File: config.mk
export PLATFORM = sky130hd
export DESIGN_NAME = sleep_wake_mode_controller
export DESIGN_NICKNAME = d
export VERILOG_FILES = /design/src/mode_ctrl_pkg.sv /design/src/frame_if.sv /design/src/sleep_wake_mode_controller.sv /design/src/spi_frame_slave.sv /design/src/bus_wake_detector.sv
export SDC_FILE = /design/constraint.sdc
export NUM_CORES = 1
export LEC_CHECK = 0
export BUFFER_PORTS_ARGS = -buffer_cell sky130_fd_sc_hd__buf_4
export CAP_MARGIN = 20
export CELL_PAD_IN_SITES_DETAIL_PLACEMENT = 0
export CELL_PAD_IN_SITES_GLOBAL_PLACEMENT = 1
export CORE_AREA = 4 4 129 131
export DETAILED_ROUTE_END_ITERATION = 8
export DIE_AREA = 0 0 133 135
export PLACE_DENSITY = 0.83
export SLEW_MARGIN = 20
export SYNTH_ARGS = -nofsm -noshare
export SYNTH_HDL_FRONTEND = slang
export SYNTH_HIERARCHICAL = 1
export SYNTH_SLANG_ARGS = --single-unit
File: constraint.sdc
create_clock -name clk_in -period 3.23 [get_ports clk_in]
set_input_delay 0.969 -clock clk_in [delete_from_list [all_inputs] [get_ports clk_in]]
set_output_delay 0.969 -clock clk_in [all_outputs]
set_load 0.1 [all_outputs]
File: src/mode_ctrl_pkg.sv
package mode_ctrl_pkg;

	// clock and counter sizing
	localparam int unsigned CLK_PERIOD_NS = 100;
	localparam int unsigned TMR_W = 20;
	localparam int unsigned NUM_SW = 3;
	localparam int unsigned FRAME_BITS = 16;

	// times in ns, then cycle counts (least times round up, longest round down)
	localparam int unsigned IGN_DEBOUNCE_NS = 40000;
	localparam int unsigned IGN_DEBOUNCE_CYC =
		(IGN_DEBOUNCE_NS + CLK_PERIOD_NS - 1) / CLK_PERIOD_NS;
	localparam int unsigned BUS_WAKE_NS = 30000;
	localparam int unsigned BUS_WAKE_CYC = (BUS_WAKE_NS + CLK_PERIOD_NS - 1) / CLK_PERIOD_NS;
	localparam int unsigned PREWAKE_NS = 5000;
	localparam int unsigned PREWAKE_CYC = (PREWAKE_NS + CLK_PERIOD_NS - 1) / CLK_PERIOD_NS;
	localparam int unsigned MONITOR_NS = 10000000;
	localparam int unsigned MONITOR_CYC = MONITOR_NS / CLK_PERIOD_NS;
	localparam int unsigned STARTUP_DELAY_NS = 4000000;
	localparam int unsigned STARTUP_DELAY_CYC =
		(STARTUP_DELAY_NS + CLK_PERIOD_NS - 1) / CLK_PERIOD_NS;

	// configuration word fields
	localparam int unsigned CFG_SLEEP = 0;
	localparam int unsigned CFG_LIN = 1;
	localparam int unsigned CFG_WDD = 2;
	localparam int unsigned CFG_DIV = 3;
	localparam int unsigned CFG_CSE_LSB = 4;
	localparam int unsigned CFG_CSIE_LSB = 7;
	localparam int unsigned CFG_CSC_LSB = 10;
	localparam logic [15:0] CFG_RESET = 16'h0000;

	// status word fields
	localparam int unsigned ST_SRC_LO = 14;
	localparam int unsigned ST_WD = 13;
	localparam int unsigned ST_XCVR = 12;
	localparam int unsigned ST_UV = 11;
	localparam int unsigned ST_SW_LSB = 8;
	localparam int unsigned ST_MODE_LSB = 0;

	// interrupt source codes
	localparam logic [1:0] SRC_NONE = 2'h0;
	localparam logic [1:0] SRC_SWITCH = 2'h1;
	localparam logic [1:0] SRC_IGN = 2'h2;
	localparam logic [1:0] SRC_BUS = 2'h3;

	typedef enum logic [1:0] {
		ST_ACTIVE = 2'h0,
		ST_SLEEP = 2'h1,
		ST_RAMP = 2'h3,
		ST_HOLD = 2'h2
	} pwr_state_t;

	typedef enum logic [1:0] {
		DT_LOCKED = 2'h0,
		DT_IDLE = 2'h1,
		DT_DOM = 2'h3
	} det_state_t;

endpackage

File: src/frame_if.sv
`timescale 1ns/1ps
interface frame_if;
	logic [15:0] rx_word;
	logic [15:0] status_word;
	logic frame_load;
	logic ready;

	modport spi (output rx_word, output frame_load, input status_word, input ready);
	modport core (input rx_word, input frame_load, output status_word, output ready);
endinterface

File: src/sleep_wake_mode_controller.sv
//Contract
// sleep entered only by host configuration write
// sleep turns off all but wake detectors
// bus wake: fall, long dominant, then rise
// bus wake enters low-power, transceiver stays off
// wake from sleep pulls interrupt low
// wake source latched; bus wake reads 11
// host enables transceiver only after reset release
// ignition wake needs high past debounce time
// regulator first, then startup timer holds reset
// spi ready exactly at reset rising edge
// ignition wake needs no edge; reads 10 (code wakes only after the debounced level was low first)
// bus receiver on only for monitor window
// re-arm after bus high a few microseconds
// low-power only regulator on, select high
// select low leaves lowest-current condition
// low-power bus or ignition wake interrupts host
// host reads source bits, enables watchdog itself
// switch interrupt needs both enable bits
// source off keeps low-power condition
// power-up active, watchdog on unless strap high
// no spi during reset delay
// undervoltage interrupts, inhibits, keeps configuration
// undervoltage in sleep ignored above minimum
// 16-bit msb-first frame, config in, status out
// host closes after sixteen clocks, then waits
// config changes show in next status word
// analog inputs synchronised, timers cycle counted
// interrupt low until host reads status
`timescale 1ns/1ps
module sleep_wake_mode_controller #(
	parameter int unsigned STARTUP_DELAY_CYC = mode_ctrl_pkg::STARTUP_DELAY_CYC,
	parameter int unsigned MONITOR_CYC = mode_ctrl_pkg::MONITOR_CYC
) (
	// clock and reset
	input wire logic clk_in,
	input wire logic rst_in,
	// supply comparators
	input wire logic supply_low_in,
	input wire logic supply_ok_in,
	input wire logic supply_min_in,
	input wire logic vcc_valid_in,
	// wake sources
	input wire logic bus_low_in,
	input wire logic bus_high_in,
	input wire logic ignition_input_in,
	// switch interface
	input wire logic [mode_ctrl_pkg::NUM_SW-1:0] pulse_control_input_in,
	input wire logic [mode_ctrl_pkg::NUM_SW-1:0] switch_state_in,
	// strap sampled during reset
	input wire logic divider_strap_in,
	// spi pins
	input wire logic spi_select_n_in,
	input wire logic spi_sck_in,
	input wire logic spi_mosi_in,
	output logic spi_miso_out,
	output logic spi_miso_oe_out,
	// host lines
	output logic wake_irq_n_out,
	output logic host_reset_out_n_out,
	// function enables and mode
	output logic regulator_on_out,
	output logic transceiver_on_out,
	output logic termination_on_out,
	output logic watchdog_on_out,
	output logic divider_on_out,
	output logic switch_unit_on_out,
	output logic bus_receiver_on_out,
	output logic low_current_out,
	output logic [1:0] mode_out
);
	import mode_ctrl_pkg::*;

	localparam int unsigned SYNC_W = 9 + 2 * NUM_SW;

	frame_if frm ();

	logic [SYNC_W-1:0] sync_m_ff, sync_s_ff;
	logic uv_s, ok_s, min_s, vcc_s, bus_low_s, bus_high_s, ign_s, strap_s, sel_s;
	logic [NUM_SW-1:0] pwm_s, sw_s, pwm_d_ff;

	// debounce and switch group
	logic [TMR_W-1:0] ign_cnt_ff, nxt_ign_cnt;
	logic ign_deb_ff, nxt_ign_deb, ign_rise_ff, nxt_ign_rise;
	logic [NUM_SW-1:0] sw_latch_ff, nxt_sw_latch;
	logic sw_evt_ff, nxt_sw_evt;

	// mode group
	pwr_state_t state_ff, nxt_state;
	logic [TMR_W-1:0] timer_ff, nxt_timer;
	logic [15:0] cfg_ff, nxt_cfg;
	logic [1:0] src_ff, nxt_src;
	logic irq_n_ff, nxt_irq_n, uv_ff, nxt_uv;
	logic reset_n_ff, nxt_reset_n, reg_ff, nxt_reg, xcvr_ff, nxt_xcvr;
	logic term_ff, nxt_term, wd_ff, nxt_wd, div_ff, nxt_div;
	logic swu_ff, nxt_swu, lowc_ff, nxt_lowc;

	logic bus_wake, det_enable;
	logic [NUM_SW-1:0] cs_on;
	logic [15:0] status_word;

	// every pin level passes two flops before use
	always_ff @(posedge clk_in) begin
		if (rst_in) begin
			sync_m_ff <= '0;
			sync_s_ff <= '0;
			pwm_d_ff <= '0;
		end else begin
			sync_m_ff <= {supply_low_in, supply_ok_in, supply_min_in, vcc_valid_in, bus_low_in,
				bus_high_in, ignition_input_in, divider_strap_in, pulse_control_input_in,
				switch_state_in, spi_select_n_in};
			sync_s_ff <= sync_m_ff;
			pwm_d_ff <= pwm_s;
		end
	end

	assign {uv_s, ok_s, min_s, vcc_s, bus_low_s, bus_high_s, ign_s, strap_s, pwm_s, sw_s, sel_s} =
		sync_s_ff;

	spi_frame_slave u_spi (
		.clk_in(clk_in),
		.rst_in(rst_in),
		.sel_n_in(spi_select_n_in),
		.sck_in(spi_sck_in),
		.mosi_in(spi_mosi_in),
		.miso_out(spi_miso_out),
		.miso_oe_out(spi_miso_oe_out),
		.frm(frm.spi)
	);

	assign det_enable = (state_ff == ST_SLEEP) ||
		(state_ff == ST_ACTIVE && !cfg_ff[CFG_LIN]);

	bus_wake_detector #(
		.MONITOR_CYC(MONITOR_CYC)
	) u_det (
		.clk_in(clk_in),
		.rst_in(rst_in),
		.enable_in(det_enable),
		.bus_low_in(bus_low_s),
		.bus_high_in(bus_high_s),
		.wake_out(bus_wake),
		.receiver_on_out(bus_receiver_on_out)
	);

	// current source active when enabled and driven on directly or by its pulse input
	assign cs_on = cfg_ff[CFG_CSE_LSB +: NUM_SW] & (cfg_ff[CFG_CSC_LSB +: NUM_SW] | pwm_s);

	always_comb begin
		nxt_ign_cnt = '0;
		nxt_ign_deb = ign_deb_ff;
		nxt_ign_rise = 1'b0;
		if (ign_s != ign_deb_ff) begin
			nxt_ign_cnt = ign_cnt_ff + 1'b1;
			// both edges debounced, so a new wake needs a long low first
			if (ign_cnt_ff >= TMR_W'(IGN_DEBOUNCE_CYC - 1)) begin
				nxt_ign_deb = ign_s;
				nxt_ign_rise = ign_s;
				nxt_ign_cnt = '0;
			end
		end
		// switch state updates on the falling edge of its pulse input
		nxt_sw_latch = sw_latch_ff;
		for (int i = 0; i < NUM_SW; i++) begin
			if (pwm_d_ff[i] && !pwm_s[i]) begin
				nxt_sw_latch[i] = sw_s[i];
			end
		end
		nxt_sw_evt = (state_ff == ST_ACTIVE) && |((nxt_sw_latch ^ sw_latch_ff) &
			cfg_ff[CFG_CSE_LSB +: NUM_SW] & cfg_ff[CFG_CSIE_LSB +: NUM_SW]);
	end

	always_ff @(posedge clk_in) begin
		if (rst_in) begin
			ign_cnt_ff <= '0;
			ign_deb_ff <= 1'b0;
			ign_rise_ff <= 1'b0;
			sw_latch_ff <= '0;
			sw_evt_ff <= 1'b0;
		end else begin
			ign_cnt_ff <= nxt_ign_cnt;
			ign_deb_ff <= nxt_ign_deb;
			ign_rise_ff <= nxt_ign_rise;
			sw_latch_ff <= nxt_sw_latch;
			sw_evt_ff <= nxt_sw_evt;
		end
	end

	always_comb begin
		nxt_state = state_ff;
		nxt_timer = timer_ff;
		nxt_cfg = cfg_ff;
		nxt_src = src_ff;
		nxt_irq_n = irq_n_ff;
		nxt_uv = uv_ff;
		case (state_ff)
			ST_SLEEP: begin
				// undervoltage alone is ignored here; only loss of supply restarts
				if (min_s) begin
					nxt_state = ST_RAMP;
				end else if (bus_wake || ign_rise_ff) begin
					nxt_state = ST_RAMP;
					nxt_src = bus_wake ? SRC_BUS : SRC_IGN;
					nxt_irq_n = 1'b0;
					nxt_cfg[CFG_SLEEP] = 1'b0;
					nxt_cfg[CFG_LIN] = 1'b0;
				end
			end
			ST_RAMP: begin
				nxt_timer = '0;
				if (vcc_s) begin
					nxt_state = ST_HOLD;
				end
			end
			ST_HOLD: begin
				nxt_timer = timer_ff + 1'b1;
				if (timer_ff >= TMR_W'(STARTUP_DELAY_CYC - 1)) begin
					nxt_state = ST_ACTIVE;
					nxt_cfg[CFG_WDD] = strap_s;
					nxt_timer = '0;
				end
			end
			ST_ACTIVE: begin
				if (frm.frame_load) begin
					nxt_cfg = frm.rx_word;
					nxt_irq_n = 1'b1;
					nxt_src = SRC_NONE;
					if (frm.rx_word[CFG_SLEEP]) begin
						nxt_state = ST_SLEEP;
					end
				end
				if (nxt_state == ST_ACTIVE) begin
					// events come after the clear so a coincident event is kept
					if (ok_s) begin
						nxt_uv = 1'b0;
					end
					if (uv_s && !uv_ff) begin
						nxt_uv = 1'b1;
						nxt_irq_n = 1'b0;
					end
					if (sw_evt_ff) begin
						nxt_src = SRC_SWITCH;
						nxt_irq_n = 1'b0;
					end
					if (ign_rise_ff) begin
						nxt_src = SRC_IGN;
						nxt_irq_n = 1'b0;
					end
					if (bus_wake) begin
						nxt_src = SRC_BUS;
						nxt_irq_n = 1'b0;
					end
				end else begin
					nxt_uv = 1'b0;
				end
			end
			default: begin
				nxt_state = ST_RAMP;
			end
		endcase
	end

	// enables follow the next state so reset release and spi readiness share an edge
	always_comb begin
		nxt_reg = (nxt_state != ST_SLEEP);
		nxt_reset_n = (nxt_state == ST_ACTIVE);
		nxt_term = (nxt_state != ST_SLEEP);
		nxt_xcvr = (nxt_state == ST_ACTIVE) && nxt_cfg[CFG_LIN] && !nxt_uv;
		nxt_wd = (nxt_state == ST_ACTIVE) && !nxt_cfg[CFG_WDD];
		nxt_div = (nxt_state == ST_ACTIVE) && nxt_cfg[CFG_DIV];
		nxt_swu = (nxt_state == ST_ACTIVE) && |cs_on && !nxt_uv;
		nxt_lowc = (nxt_state == ST_ACTIVE) && !nxt_cfg[CFG_LIN] && nxt_cfg[CFG_WDD] &&
			!nxt_cfg[CFG_DIV] && sel_s && !(|cs_on);
	end

	always_ff @(posedge clk_in) begin
		if (rst_in) begin
			state_ff <= ST_RAMP;
			timer_ff <= '0;
			cfg_ff <= CFG_RESET;
			src_ff <= SRC_NONE;
			irq_n_ff <= 1'b1;
			uv_ff <= 1'b0;
			reset_n_ff <= 1'b0;
			reg_ff <= 1'b1;
			term_ff <= 1'b1;
			xcvr_ff <= 1'b0;
			wd_ff <= 1'b0;
			div_ff <= 1'b0;
			swu_ff <= 1'b0;
			lowc_ff <= 1'b0;
		end else begin
			state_ff <= nxt_state;
			timer_ff <= nxt_timer;
			cfg_ff <= nxt_cfg;
			src_ff <= nxt_src;
			irq_n_ff <= nxt_irq_n;
			uv_ff <= nxt_uv;
			reset_n_ff <= nxt_reset_n;
			reg_ff <= nxt_reg;
			term_ff <= nxt_term;
			xcvr_ff <= nxt_xcvr;
			wd_ff <= nxt_wd;
			div_ff <= nxt_div;
			swu_ff <= nxt_swu;
			lowc_ff <= nxt_lowc;
		end
	end

	always_comb begin
		status_word = 16'h0000;
		status_word[ST_SRC_LO +: 2] = src_ff;
		status_word[ST_WD] = wd_ff;
		status_word[ST_XCVR] = xcvr_ff;
		status_word[ST_UV] = uv_ff;
		status_word[ST_SW_LSB +: NUM_SW] = sw_latch_ff;
		status_word[ST_MODE_LSB +: 2] = state_ff;
	end

	assign frm.status_word = status_word;
	assign frm.ready = (state_ff == ST_ACTIVE);

	assign wake_irq_n_out = irq_n_ff;
	assign host_reset_out_n_out = reset_n_ff;
	assign regulator_on_out = reg_ff;
	assign transceiver_on_out = xcvr_ff;
	assign termination_on_out = term_ff;
	assign watchdog_on_out = wd_ff;
	assign divider_on_out = div_ff;
	assign switch_unit_on_out = swu_ff;
	assign low_current_out = lowc_ff;
	assign mode_out = state_ff;
endmodule

File: src/spi_frame_slave.sv
`timescale 1ns/1ps
module spi_frame_slave (
	// clock and reset
	input wire logic clk_in,
	input wire logic rst_in,
	// spi pins
	input wire logic sel_n_in,
	input wire logic sck_in,
	input wire logic mosi_in,
	output logic miso_out,
	output logic miso_oe_out,
	// frame exchange with the core
	frame_if.spi frm
);
	import mode_ctrl_pkg::*;

	logic [2:0] pin_m_ff, pin_s_ff;
	logic sel_d_ff, sck_d_ff;
	logic active_ff, nxt_active;
	logic [4:0] cnt_ff, nxt_cnt;
	logic [15:0] rx_ff, nxt_rx, tx_ff, nxt_tx;
	logic miso_ff, nxt_miso, oe_ff, nxt_oe, load_ff, nxt_load;
	logic sel_s, sck_s, mosi_s;

	assign sel_s = pin_s_ff[2];
	assign sck_s = pin_s_ff[1];
	assign mosi_s = pin_s_ff[0];

	always_ff @(posedge clk_in) begin
		if (rst_in) begin
			pin_m_ff <= 3'h4;
			pin_s_ff <= 3'h4;
			sel_d_ff <= 1'b1;
			sck_d_ff <= 1'b0;
		end else begin
			pin_m_ff <= {sel_n_in, sck_in, mosi_in};
			pin_s_ff <= pin_m_ff;
			sel_d_ff <= sel_s;
			sck_d_ff <= sck_s;
		end
	end

	always_comb begin
		nxt_active = active_ff;
		nxt_cnt = cnt_ff;
		nxt_rx = rx_ff;
		nxt_tx = tx_ff;
		nxt_miso = miso_ff;
		nxt_oe = oe_ff;
		nxt_load = 1'b0;
		// frames are refused while the core holds reset low
		if (sel_d_ff && !sel_s && frm.ready) begin
			nxt_active = 1'b1;
			nxt_cnt = 5'h00;
			nxt_tx = frm.status_word;
			nxt_miso = frm.status_word[15];
			nxt_oe = 1'b1;
		end else if (active_ff) begin
			if (sel_s) begin
				nxt_active = 1'b0;
				nxt_oe = 1'b0;
				nxt_miso = 1'b0;
				nxt_load = (cnt_ff == 5'(FRAME_BITS));
			end else begin
				if (sck_s && !sck_d_ff) begin
					nxt_rx = {rx_ff[14:0], mosi_s};
					if (cnt_ff != 5'h11) begin
						nxt_cnt = cnt_ff + 5'h01;
					end
				end
				if (!sck_s && sck_d_ff) begin
					nxt_tx = {tx_ff[14:0], 1'b0};
					nxt_miso = tx_ff[14];
				end
			end
		end
	end

	always_ff @(posedge clk_in) begin
		if (rst_in) begin
			active_ff <= 1'b0;
			cnt_ff <= 5'h00;
			rx_ff <= 16'h0000;
			tx_ff <= 16'h0000;
			miso_ff <= 1'b0;
			oe_ff <= 1'b0;
			load_ff <= 1'b0;
		end else begin
			active_ff <= nxt_active;
			cnt_ff <= nxt_cnt;
			rx_ff <= nxt_rx;
			tx_ff <= nxt_tx;
			miso_ff <= nxt_miso;
			oe_ff <= nxt_oe;
			load_ff <= nxt_load;
		end
	end

	assign miso_out = miso_ff;
	assign miso_oe_out = oe_ff;
	assign frm.rx_word = rx_ff;
	assign frm.frame_load = load_ff;
endmodule

File: src/bus_wake_detector.sv
`timescale 1ns/1ps
module bus_wake_detector #(
	parameter int unsigned MONITOR_CYC = mode_ctrl_pkg::MONITOR_CYC
) (
	// clock and reset
	input wire logic clk_in,
	input wire logic rst_in,
	// synchronised bus levels
	input wire logic enable_in,
	input wire logic bus_low_in,
	input wire logic bus_high_in,
	// results
	output logic wake_out,
	output logic receiver_on_out
);
	import mode_ctrl_pkg::*;

	det_state_t state_ff, nxt_state;
	logic [TMR_W-1:0] cnt_ff, nxt_cnt;
	logic wake_ff, nxt_wake;
	logic rcv_ff, nxt_rcv;

	always_comb begin
		nxt_state = state_ff;
		nxt_cnt = cnt_ff;
		nxt_wake = 1'b0;
		if (!enable_in) begin
			nxt_state = DT_LOCKED;
			nxt_cnt = '0;
		end else begin
			case (state_ff)
				DT_LOCKED: begin
					// re-arm only after the bus sat high long enough
					nxt_cnt = bus_high_in ? cnt_ff + 1'b1 : '0;
					if (bus_high_in && cnt_ff >= TMR_W'(PREWAKE_CYC - 1)) begin
						nxt_state = DT_IDLE;
						nxt_cnt = '0;
					end
				end
				DT_IDLE: begin
					if (bus_low_in) begin
						nxt_state = DT_DOM;
						nxt_cnt = '0;
					end
				end
				DT_DOM: begin
					if (!bus_low_in) begin
						nxt_wake = (cnt_ff >= TMR_W'(BUS_WAKE_CYC));
						nxt_state = DT_IDLE;
						nxt_cnt = '0;
					end else if (cnt_ff >= TMR_W'(MONITOR_CYC - 1)) begin
						nxt_state = DT_LOCKED;
						nxt_cnt = '0;
					end else begin
						nxt_cnt = cnt_ff + 1'b1;
					end
				end
				default: begin
					nxt_state = DT_LOCKED;
					nxt_cnt = '0;
				end
			endcase
		end
		// registered so the top output comes straight from a flop
		nxt_rcv = (nxt_state == DT_DOM);
	end

	always_ff @(posedge clk_in) begin
		if (rst_in) begin
			state_ff <= DT_LOCKED;
			cnt_ff <= '0;
			wake_ff <= 1'b0;
			rcv_ff <= 1'b0;
		end else begin
			state_ff <= nxt_state;
			cnt_ff <= nxt_cnt;
			wake_ff <= nxt_wake;
			rcv_ff <= nxt_rcv;
		end
	end

	assign wake_out = wake_ff;
	assign receiver_on_out = rcv_ff;
endmodule

## Word level (Yosys, flattened, before mapping)

Cells that the tools add are included.

| storage, ports and cells | value |
|---|---|
| word-level logic and storage cells | 205 |
| register bits | 173 |
| output and inout port bits | 14 |
| bits of input ports | 19 |

| operators by class | value |
|---|---|
| $lt $le $gt $ge | 5 |
| reduce and logical (&&, ||, !) cells | 64 |
| multiplexer cells | 68 |
| bitwise logic cells | 12 |
| add/subtract/negate cells | 4 |
| eq/ne operators | 14 |

Operators with widths:

| operator | count |
|---|---|
| 2-to-1 mux 20 bit | 6 |
| adder 20 x 1 -> 20 bit (second input constant) | 3 |
| 2-to-1 mux 15 bit | 4 |
| one-hot mux 20 bit (3 select lines) | 1 |
| 2-to-1 mux 2 bit | 21 |
| greater-or-equal comparator 20 x 9 -> 1 bit (second input constant) | 2 |
| one-hot mux 20 bit (2 select lines) | 1 |
| 2-to-1 mux 1 bit | 28 |
| logical AND 1 bit | 22 |
| greater-or-equal comparator 20 x 16 -> 1 bit (second input constant) | 1 |
| greater-or-equal comparator 20 x 17 -> 1 bit (second input constant) | 1 |
| greater-or-equal comparator 20 x 6 -> 1 bit (second input constant) | 1 |
| logical NOT 1 bit | 13 |
| OR reduction 3 bit | 4 |
| nonzero test 2 bit | 5 |
| AND 3 bit | 3 |
| AND reduction 3 bit | 3 |
| equality test 2 bit (second input constant) | 4 |
| logical NOT 2 bit | 4 |
| one-hot mux 2 bit (2 select lines) | 2 |
| one-hot mux 2 bit (4 select lines) | 1 |
| AND reduction 2 bit | 4 |
| AND reduction 4 bit | 2 |
| OR reduction 4 bit | 2 |
| 16 further kinds | 29 |

## Depth between registers and ports, before layout

Gate-level depths: netlist (run 1).

| logic depth | value |
|---|---|
| depth after elaboration | 10 |
| mapped depth | 11 |
| depth with buffers taken out | 8 |

## Modules after synthesis

The synthesis (run 1) kept the hierarchy.

Modules (own cells, without submodules):

| module | cells an instance | instances | area an instance (sq um) | sequential area each (sq um) |
|---|---|---|---|---|
| sleep_wake_mode_controller | 397 | 1 | 3931.3 | 2082.0 |
| spi_frame_slave | 204 | 1 | 1899.3 | 960.9 |
| bus_wake_detector | 173 | 1 | 1522.7 | 480.5 |

## Worst setup path before layout (run 1)

OpenSTA, ideal clock, no wires.

| timing | value |
|---|---|
| kind | reg-to-reg |
| from | register state_ff[0], in the netlist mode_out[0] |
| to | register u_det.cnt_ff[10] |
| required time | 3.147 ns |
| clock period less this slack | 3.139 ns |
| cell stages (with the launch flop) | 12 |
| library setup time | 0.083 ns |
| slack | 0.091 ns |
| path buffers | 3 |
| arrival time | 3.056 ns |
| path through | dfxtp_1 clkbuf_8 inv_1 a21oi_1 nor4bb_1 o2111a_1 o21ai_1 and2_4 buf_6 or2_4 buf_6 o31ai_4 |

| on the way | value |
|---|---|
| longest elaborated chain between the ends | 5 |
| elaborated cells on any way between the ends | 6 |
| classes of those cells | eq/ne: 1; bitwise: 1; reduce/logical: 4 |

RTL lines:

| item | line | text |
|---|---|---|
| from (decl) | sleep_wake_mode_controller.sv:89 | `pwr_state_t state_ff, nxt_state;` |
| from (signal assigned) | sleep_wake_mode_controller.sv:293 | `state_ff <= nxt_state;` |
| logical NOT 2 bit | sleep_wake_mode_controller.sv:132 | `(state_ff == ST_ACTIVE && !cfg_ff[CFG_LIN]);` |
| logical AND 1 bit | sleep_wake_mode_controller.sv:132 |  |
| logical OR 1 bit * | sleep_wake_mode_controller.sv:131 | `assign det_enable = (state_ff == ST_SLEEP) \|\|` |
| via det_enable | sleep_wake_mode_controller.sv:98 | `logic bus_wake, det_enable;` |
| inverter 1 bit (no line) * | -- |  |
| OR reduction 2 bit (no line) * | -- |  |
| to (signal assigned) | bus_wake_detector.sv:76 | `cnt_ff <= nxt_cnt;` |
| to (decl) | bus_wake_detector.sv:19 | `logic [TMR_W-1:0] cnt_ff, nxt_cnt;` |

Mark *: on every way through the listed nets, which the timed path passes. The rest lies on a longest branch.
A chain may end at the register's enable or synchronous reset.

## Worst setup path after layout (run 1)

| timing | value |
|---|---|
| from | register u_det.cnt_ff[1] |
| to | register u_det.cnt_ff[3] |

| on the way | value |
|---|---|
| longest elaborated chain between the ends | 4 |
| elaborated cells on any way between the ends | 9 |
| classes of those cells | add/sub: 1; order compare: 2; mux: 5; reduce/logical: 1 |

RTL lines:

| item | line | text |
|---|---|---|
| adder 20 x 1 -> 20 bit (tied with other cells) | bus_wake_detector.sv:34, bus_wake_detector.sv:55 |  |
| 2-to-1 mux 20 bit (tied with other cells) | bus_wake_detector.sv:51 | `end else if (cnt_ff >= TMR_W'(MONITOR_CYC - 1)) begin` |
| 2-to-1 mux 20 bit, on equally long branches | bus_wake_detector.sv:47, bus_wake_detector.sv:35 |  |
| one-hot mux 20 bit (3 select lines) * | bus_wake_detector.sv:31 | `case (state_ff)` |

Mark *: on every way between the ends. The rest lies on a longest branch, timed or not.

==> results of run 1 <==
-- power breakdown --
part | switching [mW] | total [mW] | internal (mW)
Clock | 0.896 | 2.17 | 1.27
Sequential | 0.0134 | 2.18 | 2.16
Combinational | 0.0548 | 0.0961 | 0.0413
-- layer usage --
metal  routed length [microns]  track usage [%]
met2                      7010             27.5
met1                      6850             21.2
met4                       189             6.70
met3                       471             3.61
met5                         0                0
-- layout make-up --
class	instances	area [sq um]	share of cell area (%)
flip-flops and latches	173	3460	42.0
repair buffers	37	278	3.37
multi-input cells	556	3550	43.1
well taps	216	270	3.28
inverters	12	45.0	0.546
clock inverters	14	200	2.43
clock buffers	18	439	5.32
-- through the flow --
stage | total power, mW | cell area (sq um) | std cells
detailed placement | 2.32 | 7610 | 994
CTS | 4.50 | 8250 | 1026
finish | 4.44 | 8250 | 1026
floorplan | 2.29 | 7320 | 778
global route | 4.59 | 8250 | 1026
global placement | 2.32 | 7610 | 994
-- worst max path at each step --
stage / from / endpoint
floorplan: mode_out[0]$_SDFF_PP1_ / u_det/cnt_ff[10]$_SDFFE_PP0P_
global placement: rst_in / u_det/cnt_ff[5]$_SDFFE_PP0P_
detailed placement: rst_in / u_det/cnt_ff[3]$_SDFFE_PP0P_
CTS: u_det/cnt_ff[1]$_SDFFE_PP0P_ / u_det/cnt_ff[3]$_SDFFE_PP0P_
global route: u_det/cnt_ff[1]$_SDFFE_PP0P_ / u_det/cnt_ff[3]$_SDFFE_PP0P_
finish: u_det/cnt_ff[1]$_SDFFE_PP0P_ / u_det/cnt_ff[3]$_SDFFE_PP0P_
-- placed cells by master, fill, tap and decap left out, types with 15 or more instances in the layout --
cell / instances
nor2b_1: 50
conb_1: 17
and3_1: 15
buf_4: 37
a31oi_1: 18
dfxtp_1: 173
clkbuf_16: 17
nand2_1: 64
nor2_1: 74
mux2i_1: 29
nand3_1: 28
nand2b_1: 15
a21oi_1: 39
o21ai_0: 20
-- registers in the layout (all words and copies together) (netlist names), 5 cells and up --
signal / cells
ign_cnt_ff: 20
u_spi/frm.rx_word: 13
u_det/cnt_ff: 20
timer_ff: 20
u_spi/cnt_ff: 5
u_spi/tx_ff: 15
cfg_ff: 12
sync_m_ff: 15
sync_s_ff: 15
==> results by group, run 1 <==
STA
  – Max Slew Vio Count: 0
  – Clock Skew: 7.41 ps
  – Setup TNS: 0 ps
  – Count of final setup violators: 0
  – Final Cycle Share: 84.0%
  – Slew margin rel.: 39.9%
  – Final hold vios: 0
  – Max frequency: 0.368 GHz
  – Hold WS: 425 ps
  – Final setup margin: 516 ps
  – RSZ-0062 raised after global routing: false
  – Minimum clock period: 2710 ps
  – Least-Margin Pin Slew: 901 ps

Logic synthesis
  – Post-Syn Area per Cell: 9.52 sq um
  – Syn Inst Count: 762
  – Mapped cell area: 7260 sq um
  – Yosys synthesis warning count: 6

Clock tree
  – CTS tree: yes
  – Worst-Skew Late Latency: 430 ps
  – CTS Hold Bufs: 0
  – H-Tree Depth: 4
  – Total CTS buffers: 17
  – Deepest clock path buffer count: 2
  – Postcts setup bufs: 0
  – # resized after CTS: 0
  – CTS Root Cell: clkbuf_16
  – CTS clk-pin slew, worst paths: 70 ps
  – Sink Count: 173

Drt
  – Via count: 5519
  – First drt pass iteration count: 5
  – Final ANT Viol Nets: 0
  – WL/cell: 14.1 microns
  – Via density: 5.38
  – Initial drt markers: 383
  – WL final: 14500 microns
  – DRC: 0

Critical path
  – Reg2Reg Depth: 8
  – CP cell instances: inv_1, ha_1, or4b_4, a2111oi_4, nand4_2, and2_4, or2_4, o31ai_1
  – CP Launch Type: register
  – Worst-path maximum fanout: 12
  – CP arrival: 3060 ps
  – Slowest stage cell, crit path: or4b_4
  – Critical Path Stages: 8
  – Critical path's top delay family: simple AND/OR/NAND/NOR gates
  – Buf/Inv on CP: 1
  – Crit Path Class: register to register
  – Crit path required time: 3570 ps
  – Worst R2R End: u_det/cnt_ff[3]$_SDFFE_PP0P_
  – R2R Path Start: u_det/cnt_ff[1]$_SDFFE_PP0P_
  – Worst stage delay on the critical path: 500 ps
  – R2R setup slack: 520 ps
  – CP endpoint kind: register

Floorplan
  – Die width: 133 microns
  – FP Rows: 46
  – Initial core utilization: 46.5%
  – Full die area: 18000 sq um
  – Core area: 15600 sq um
  – IO Pins: 33
  – DIE HEIGHT: 135 microns

Finish
  – Filler instances: 1395
  – Diode count: 0
  – Synthesis-to-layout area growth: 13.7%
  – Final #Nets: 828
  – Fraction of final layout cells sized beyond drive strength 1: 12.8%
  – Final core occ: 52.9%

Global route
  – Total grt overflow: 0
  – Pin count of the biggest net entering global routing: 78
  – GRT Total Usage: 16.6%
  – Initial antenna violation count: 0
  – Global-route wire length before repair: 24800 microns
  – Vias in the first global route: 5353

Power
  – Leakage Power: 3.01 nW
  – P per Cell Area: 539 nW/um^2
  – VDD IR max: 0.487 mV

Worst hold path
  – Hold path cells: 1
  – Hold endpoint: u_spi/pin_s_ff[2]$_SDFF_PP1_
  – HP Class: register to register
  – Hold Crit Start: u_spi/pin_m_ff[2]$_SDFF_PP1_

Placement
  – RePlAce Congestion: 0.921
  – Post-Place Setup Slack: 451 ps
  – Port Buffer Count: 32
  – Detail Placement HPWL: 10100 microns

Outcome
  – Outcome: complete, no violations

Job
  – Max-Cap Viols: 0
Note: power is estimated with default switching activity, not from simulation.
==> inputs of run 2 (changes only) <==
Settings changed: ABC_AREA set to 1, CORE_AREA 4 4 129 131 to 4 4 142 144, DIE_AREA 0 0 133 135 to 0 0 146 148, PLACE_DENSITY 0.83 to 0.78.
Clock period 3.23 ns to 2.2 ns, I/O delays scaled along.
==> run 2 against run 1 <==
Hold slack worse by 23 ps. Critical path depth down 7. Flip-flop and latch count stayed put. Count of clock-buffer cells in the layout unchanged. Power increased by 47%. Cell area grew 3.7%. Non-clock buffer count is 4 higher. Setup slack worse by 330 ps. Die area grew 20%. Critical path type is now register to primary output. Critical endpoint is now mode_out[1].
==> results by group, run 2 <==
Outcome
  – Outcome: complete, no violations

STA
  – RSZ-0062 raised after global routing: false
  – Clock Skew: 15.4 ps (+7.98 ps)
  – Setup TNS: 0 ps (unchanged)
  – Count of final setup violators: 0 (unchanged)
  – Minimum clock period: 2010 ps
  – Max frequency: 0.496 GHz
  – Max Slew Vio Count: 0 (unchanged)
  – Final Cycle Share: 91.6%
  – Final hold vios: 0 (unchanged)

Global route
  – Vias in the first global route: 5692 (+6.3%)
  – GRT Total Usage: 15.3% (-1.3 points)
  – Pin count of the biggest net entering global routing: 75 (-3.8%)
  – Initial antenna violation count: 0 (unchanged)
  – Global-route wire length before repair: 27300 microns (+9.8%)
  – Total grt overflow: 0 (unchanged)

Finish
  – Design Area, Final: 8560 sq um (+3.7%)
  – Diode count: 0 (unchanged)
  – Largest registers: ign_cnt_ff (20), timer_ff (20), u_det/cnt_ff (20)
  – Synthesis-to-layout area growth: 14.2%
  – Filler instances: 1927 (+38%)
  – Most frequent cells in the layout: nand2_1, nor2_1, dfxtp_1
  – Final #Nets: 1093 (+32%)
  – FF+latch area: 3460 sq um (unchanged)
  – Multi-input logic area: 3430 sq um (-3.3%)
  – Fraction of final layout cells sized beyond drive strength 1: 10.5% (-2.3 points)
  – Most common cell after layout, fill and taps aside: nand2_1

Clock tree
  – Worst-Skew Late Latency: 430 ps (about the same)
  – Deepest clock path buffer count: 2 (unchanged)
  – H-Tree Depth: 4 (unchanged)
  – CTS Root Cell: clkbuf_16
  – CTS Hold Bufs: 0 (unchanged)
  – Postcts setup bufs: 0 (unchanged)
  – # resized after CTS: 0 (unchanged)
  – CTS tree: yes
  – Sink Count: 173 (unchanged)
  – CTS clk-pin slew, worst paths: 70 ps (about the same)
  – Total CTS buffers: 17 (unchanged)

Worst hold path
  – HP Class: register to register
  – Hold Crit Start: sync_m_ff[8]$_SDFF_PP0_
  – Hold path cells: 2 (+1)
  – Hold endpoint: sync_s_ff[8]$_SDFF_PP0_

Floorplan
  – Die width: 146 microns (+9.8%)
  – Initial core utilization: 40.1% (-6.4 points)
  – Core area: 18700 sq um (+20%)
  – FP Rows: 50 (+8.7%)
  – DIE HEIGHT: 148 microns (+9.6%)
  – Full die area: 21600 sq um (+20%)
  – IO Pins: 33 (unchanged)

Power
  – VDD IR max: 0.518 mV (+6.3%)
  – Clock power share: 48.0% (-0.8 points)
  – Net Switching: 1.45 mW (+50%)
  – Combinational Power Share: 3.0% (+0.8 points)
  – P per Cell Area: 764 nW/um^2 (+42%)
  – Switching Share: 22.2% (+0.47 points)
  – Sequential Power Share: 49.0% (about the same)
  – Leakage Power: 3.53 nW (+17%)
  – Pint: 5.09 mW (+46%)

Critical path
  – Worst R2R End: timer_ff[4]$_SDFFE_PP0P_
  – Reg2Reg Depth: 6 (-2)
  – R2R setup slack: 430 ps (-90 ps)
  – Worst stage delay on the critical path: 550 ps (+50 ps)
  – CP cell instances: buf_4
  – CP Launch Type: register
  – Buf/Inv on CP: 1 (unchanged)
  – Crit Path Class: register to primary output
  – Slowest stage cell, crit path: dfxtp_1
  – CP arrival: 1350 ps (-1710 ps)
  – CP endpoint kind: primary output
  – Worst-path maximum fanout: 8 (-4)
  – Critical path's top delay family: flip-flops
  – Crit path required time: 1540 ps (-2030 ps)
  – R2R Path Start: mode_out[1]$_SDFF_PP1_
  – Worst setup path start: mode_out[1]$_SDFF_PP1_

Drt
  – WL final: 15900 microns (+9.7%)
  – DRC: 0 (unchanged)
  – First drt pass iteration count: 5 (unchanged)
  – Via density: 4.69 (-13%)
  – Via count: 6138 (+11%)
  – Initial drt markers: 368 (-3.9%)
  – WL/cell: 12.2 microns (-14%)
  – Final ANT Viol Nets: 0 (unchanged)

Placement
  – RePlAce Congestion: 0.835 (-9.3%)
  – Detail Placement HPWL: 11100 microns (+10%)
  – Placed Area: 7940 sq um (+4.3%)
  – Port Buffer Count: 32 (unchanged)

Job
  – Max-Cap Viols: 0 (unchanged)

Logic synthesis
  – Yosys synthesis warning count: 6 (unchanged)
  – Post-Syn Area per Cell: 7.33 sq um (-23%)
  – Mapped cell area: 7500 sq um (+3.3%)
  – Syn Inst Count: 1023 (+34%)
run 2: routing by layer:
metal	wire (microns)	up-vias	global-route usage [%]
li1	-	3300	-
met5	0	-	0
met3	611	11	3.68
met1	8080	2741	20.9
met4	168	0	4.61
met2	7060	86	24.3
run 2: worst max path at each step:
stage | cells after the start | endpoint
2_1_floorplan | 7 | u_det/cnt_ff[0]$_SDFFE_PP0P_
3_3_place_gp | 6 | timer_ff[11]$_SDFFE_PP0P_
3_5_place_dp | 4 | ign_cnt_ff[1]$_SDFF_PP0_
4_1_cts | 1 | mode_out[1]
5_1_grt | 1 | mode_out[1]
6_report | 1 | mode_out[1]
run 2: cell type report:
cell class	instances	area share [%]
clock buffer	18	5.13
clock inverter	14	2.09
inverter	113	5.01
multi-input combinational	716	40.1
sequential	173	40.5
tap	234	3.42
timing repair buffer	41	3.74
run 2: power by group through the flow:
stage          clock network (mW)  logic (mW)  registers, mW
2_1_floorplan                   0       0.123           3.28
3_3_place_gp                    0       0.199           3.27
3_5_place_dp                    0       0.199           3.28
4_1_cts                      3.23       0.199           3.20
5_1_grt                      3.35       0.223           3.21
6_report                     3.14       0.196           3.20
run 2: through the flow:
stage | std cells | utilization, % | power, mW | setup WS, ps | hold slack, ps
global placement | 1277 | 42.4 | 3.47 | 430 | 394
floorplan | 1039 | - | 3.40 | 158 | 388
global route | 1309 | 45.8 | 6.78 | 112 | 412
detailed placement | 1277 | 42.4 | 3.47 | 406 | 395
CTS | 1309 | 45.8 | 6.63 | 172 | 405
finish | 1309 | 45.8 | 6.54 | 186 | 401
==> inputs of run 3 (changes only) <==
Settings changed: CELL_PAD_IN_SITES_DETAIL_PLACEMENT 0 to 1, CELL_PAD_IN_SITES_GLOBAL_PLACEMENT 1 to 2, CORE_AREA 4 4 142 144 to 2 2 112 223, DIE_AREA 0 0 146 148 to 0 0 114 225.
==> run 3 against run 2 <==
Register-to-register slack improved by 50 ps. Maximum frequency decreased by 1.1%. Power decreased by 3.5%. Count of clock-buffer cells in the layout increased by 2. Critical path type unchanged. Critical endpoint unchanged. Largest power group unchanged.
==> results by group, run 3 (same netlist as run 2, synthesis figures left out) <==
Clock tree
  – Total CTS buffers: 17 (unchanged)
  – CTS Hold Bufs: 0 (unchanged)
  – # resized after CTS: 0 (unchanged)
  – CTS tree: yes
  – Sink Count: 173 (unchanged)
  – Worst-Skew Late Latency: 440 ps (about the same)
  – CTS Root Cell: clkbuf_16
  – CTS clk-pin slew, worst paths: 70 ps (about the same)
  – Postcts setup bufs: 0 (unchanged)
  – H-Tree Depth: 4 (unchanged)
  – Deepest clock path buffer count: 2 (unchanged)

Drt
  – Via density: 4.73 (+0.77%)
  – WL final: 19200 microns (+21%)
  – Initial drt markers: 204 (-45%)
  – Via count: 6450 (+5.1%)
  – First drt pass iteration count: 4 (-1)
  – DRC: 0 (unchanged)
  – Final ANT Viol Nets: 0 (unchanged)
  – WL/cell: 14.1 microns (+16%)

Power
  – Leakage Power: 3.51 nW (-0.67%)
  – VDD IR max: 0.401 mV (-22%)
  – P per Cell Area: 736 nW/um^2 (-3.7%)
  – Tot Pwr: 6.31 mW (-3.5%)

Worst hold path
  – HP Class: register to register

Critical path
  – Critical path's top delay family: flip-flops
  – CP endpoint kind: primary output
  – Crit path required time: 1540 ps (about the same)
  – CP arrival: 1380 ps (+30 ps)
  – CP Launch Type: register
  – Worst stage delay on the critical path: 560 ps (about the same)
  – Slowest stage cell, crit path: dfxtp_1
  – Buf/Inv on CP: 1 (unchanged)
  – Worst-path maximum fanout: 8 (unchanged)
  – CP cell instances: buf_4
  – R2R setup slack: 480 ps (+50 ps)
  – Crit Path Class: register to primary output

STA
  – Max Slew Vio Count: 0 (unchanged)
  – Final Cycle Share: 92.6% (+1.0 points)
  – Final hold vios: 0 (unchanged)
  – Max frequency: 0.491 GHz (-1.1%)
  – Minimum clock period: 2040 ps (+23.0 ps)
  – Count of final setup violators: 0 (unchanged)
  – RSZ-0062 raised after global routing: false
  – Clock Skew: 10.1 ps (-5.25 ps)
  – Setup TNS: 0 ps (unchanged)

Floorplan
  – FP Rows: 80 (+60%)
  – Die width: 114 microns (-22%)
  – Initial core utilization: 31.5% (-8.6 points)
  – DIE HEIGHT: 225 microns (+52%)
  – Core area: 23800 sq um (+27%)
  – IO Pins: 33 (unchanged)
  – Full die area: 25700 sq um (+19%)

Global route
  – Vias in the first global route: 6731 (+18%)
  – Pin count of the biggest net entering global routing: 41 (-45%)
  – Global-route wire length before repair: 32700 microns (+20%)
  – Total grt overflow: 0 (unchanged)
  – GRT Total Usage: 16.1% (+0.77 points)
  – Initial antenna violation count: 0 (unchanged)

Finish
  – Fraction of final layout cells sized beyond drive strength 1: 10.7% (+0.16 points)
  – Filler instances: 3005 (+56%)
  – Final #Nets: 1096 (+0.27%)
  – Synthesis-to-layout area growth: 14.4%
  – FF+latch area: 3460 sq um (unchanged)
  – Most frequent cells in the layout: nand2_1, nor2_1, dfxtp_1
  – Multi-input logic area: 3430 sq um (unchanged)
  – Design Area, Final: 8580 sq um (+0.22%)
  – Diode count: 0 (unchanged)
  – Most common cell after layout, fill and taps aside: nand2_1
  – Largest registers: ign_cnt_ff (20), timer_ff (20), u_det/cnt_ff (20)

Placement
  – Detail Placement HPWL: 14400 microns (+30%)
  – RePlAce Congestion: 0.760 (-9.0%)
  – Port Buffer Count: 32 (unchanged)
  – Placed Area: 8020 sq um (+0.96%)

Job
  – Max-Cap Viols: 0 (unchanged)

Outcome
  – Outcome: complete, no violations
run 3: changes by cell type in the layout (fill, tap and decap cells not counted), sizes merged:
| cell | before | now |
|---|---|---|
| buf | 41 | 44 |
| clkbuf | 18 | 20 |
| clkinvlp | 2 | 3 |
| bufinv | 3 | 0 |
run 3: per-layer routing:
metal  vias up  part of all wire, %  track usage (%)
met3        16                  2.0             3.12
met5         -                    0                0
li1       3309                    -                -
met4         0                  1.4             5.15
met2        48                   58             32.2
met1      3077                   39             16.1
run 3: path summary, 6_finish.rpt:
path / start / to / depth (start not counted)
setup / recovery: mode_out[1]$_SDFF_PP1_ / mode_out[1] / 1
hold / removal: sync_m_ff[10]$_SDFF_PP0_ / sync_s_ff[10]$_SDFF_PP0_ / 2
setup reg to reg: timer_ff[0]$_SDFFE_PP0P_ / timer_ff[11]$_SDFFE_PP0P_ / 10
hold reg to reg: sync_m_ff[10]$_SDFF_PP0_ / sync_s_ff[10]$_SDFF_PP0_ / 2
run 3: per-stage QoR:
stage               hold slack, ps  utilization (%)  std cells  worst slack, ps
detailed placement             396             33.7       1333              460
global placement               392             33.7       1333              448
global route                   410             36.0       1365              106
CTS                            394             36.0       1365              121
floorplan                      388                -       1039              158
finish                         403             36.0       1365              163
run 3: cell type report:
class	count	share of cell area (%)
clock inverters	12	1.21
flip-flops and latches	173	40.4
multi-input cells	716	40.0
repair buffers	44	3.85
inverters	113	5.00
well taps	287	4.19
clock buffers	20	5.32
run 3: power breakdown:
| group | leakage, nW | internal, mW | total (mW) | switching [mW] |
|---|---|---|---|---|
| Clock | 0.267 | 1.54 | 2.91 | 1.37 |
| Combinational | 1.84 | 0.0638 | 0.199 | 0.135 |
| Sequential | 1.41 | 3.18 | 3.20 | 0.0253 |
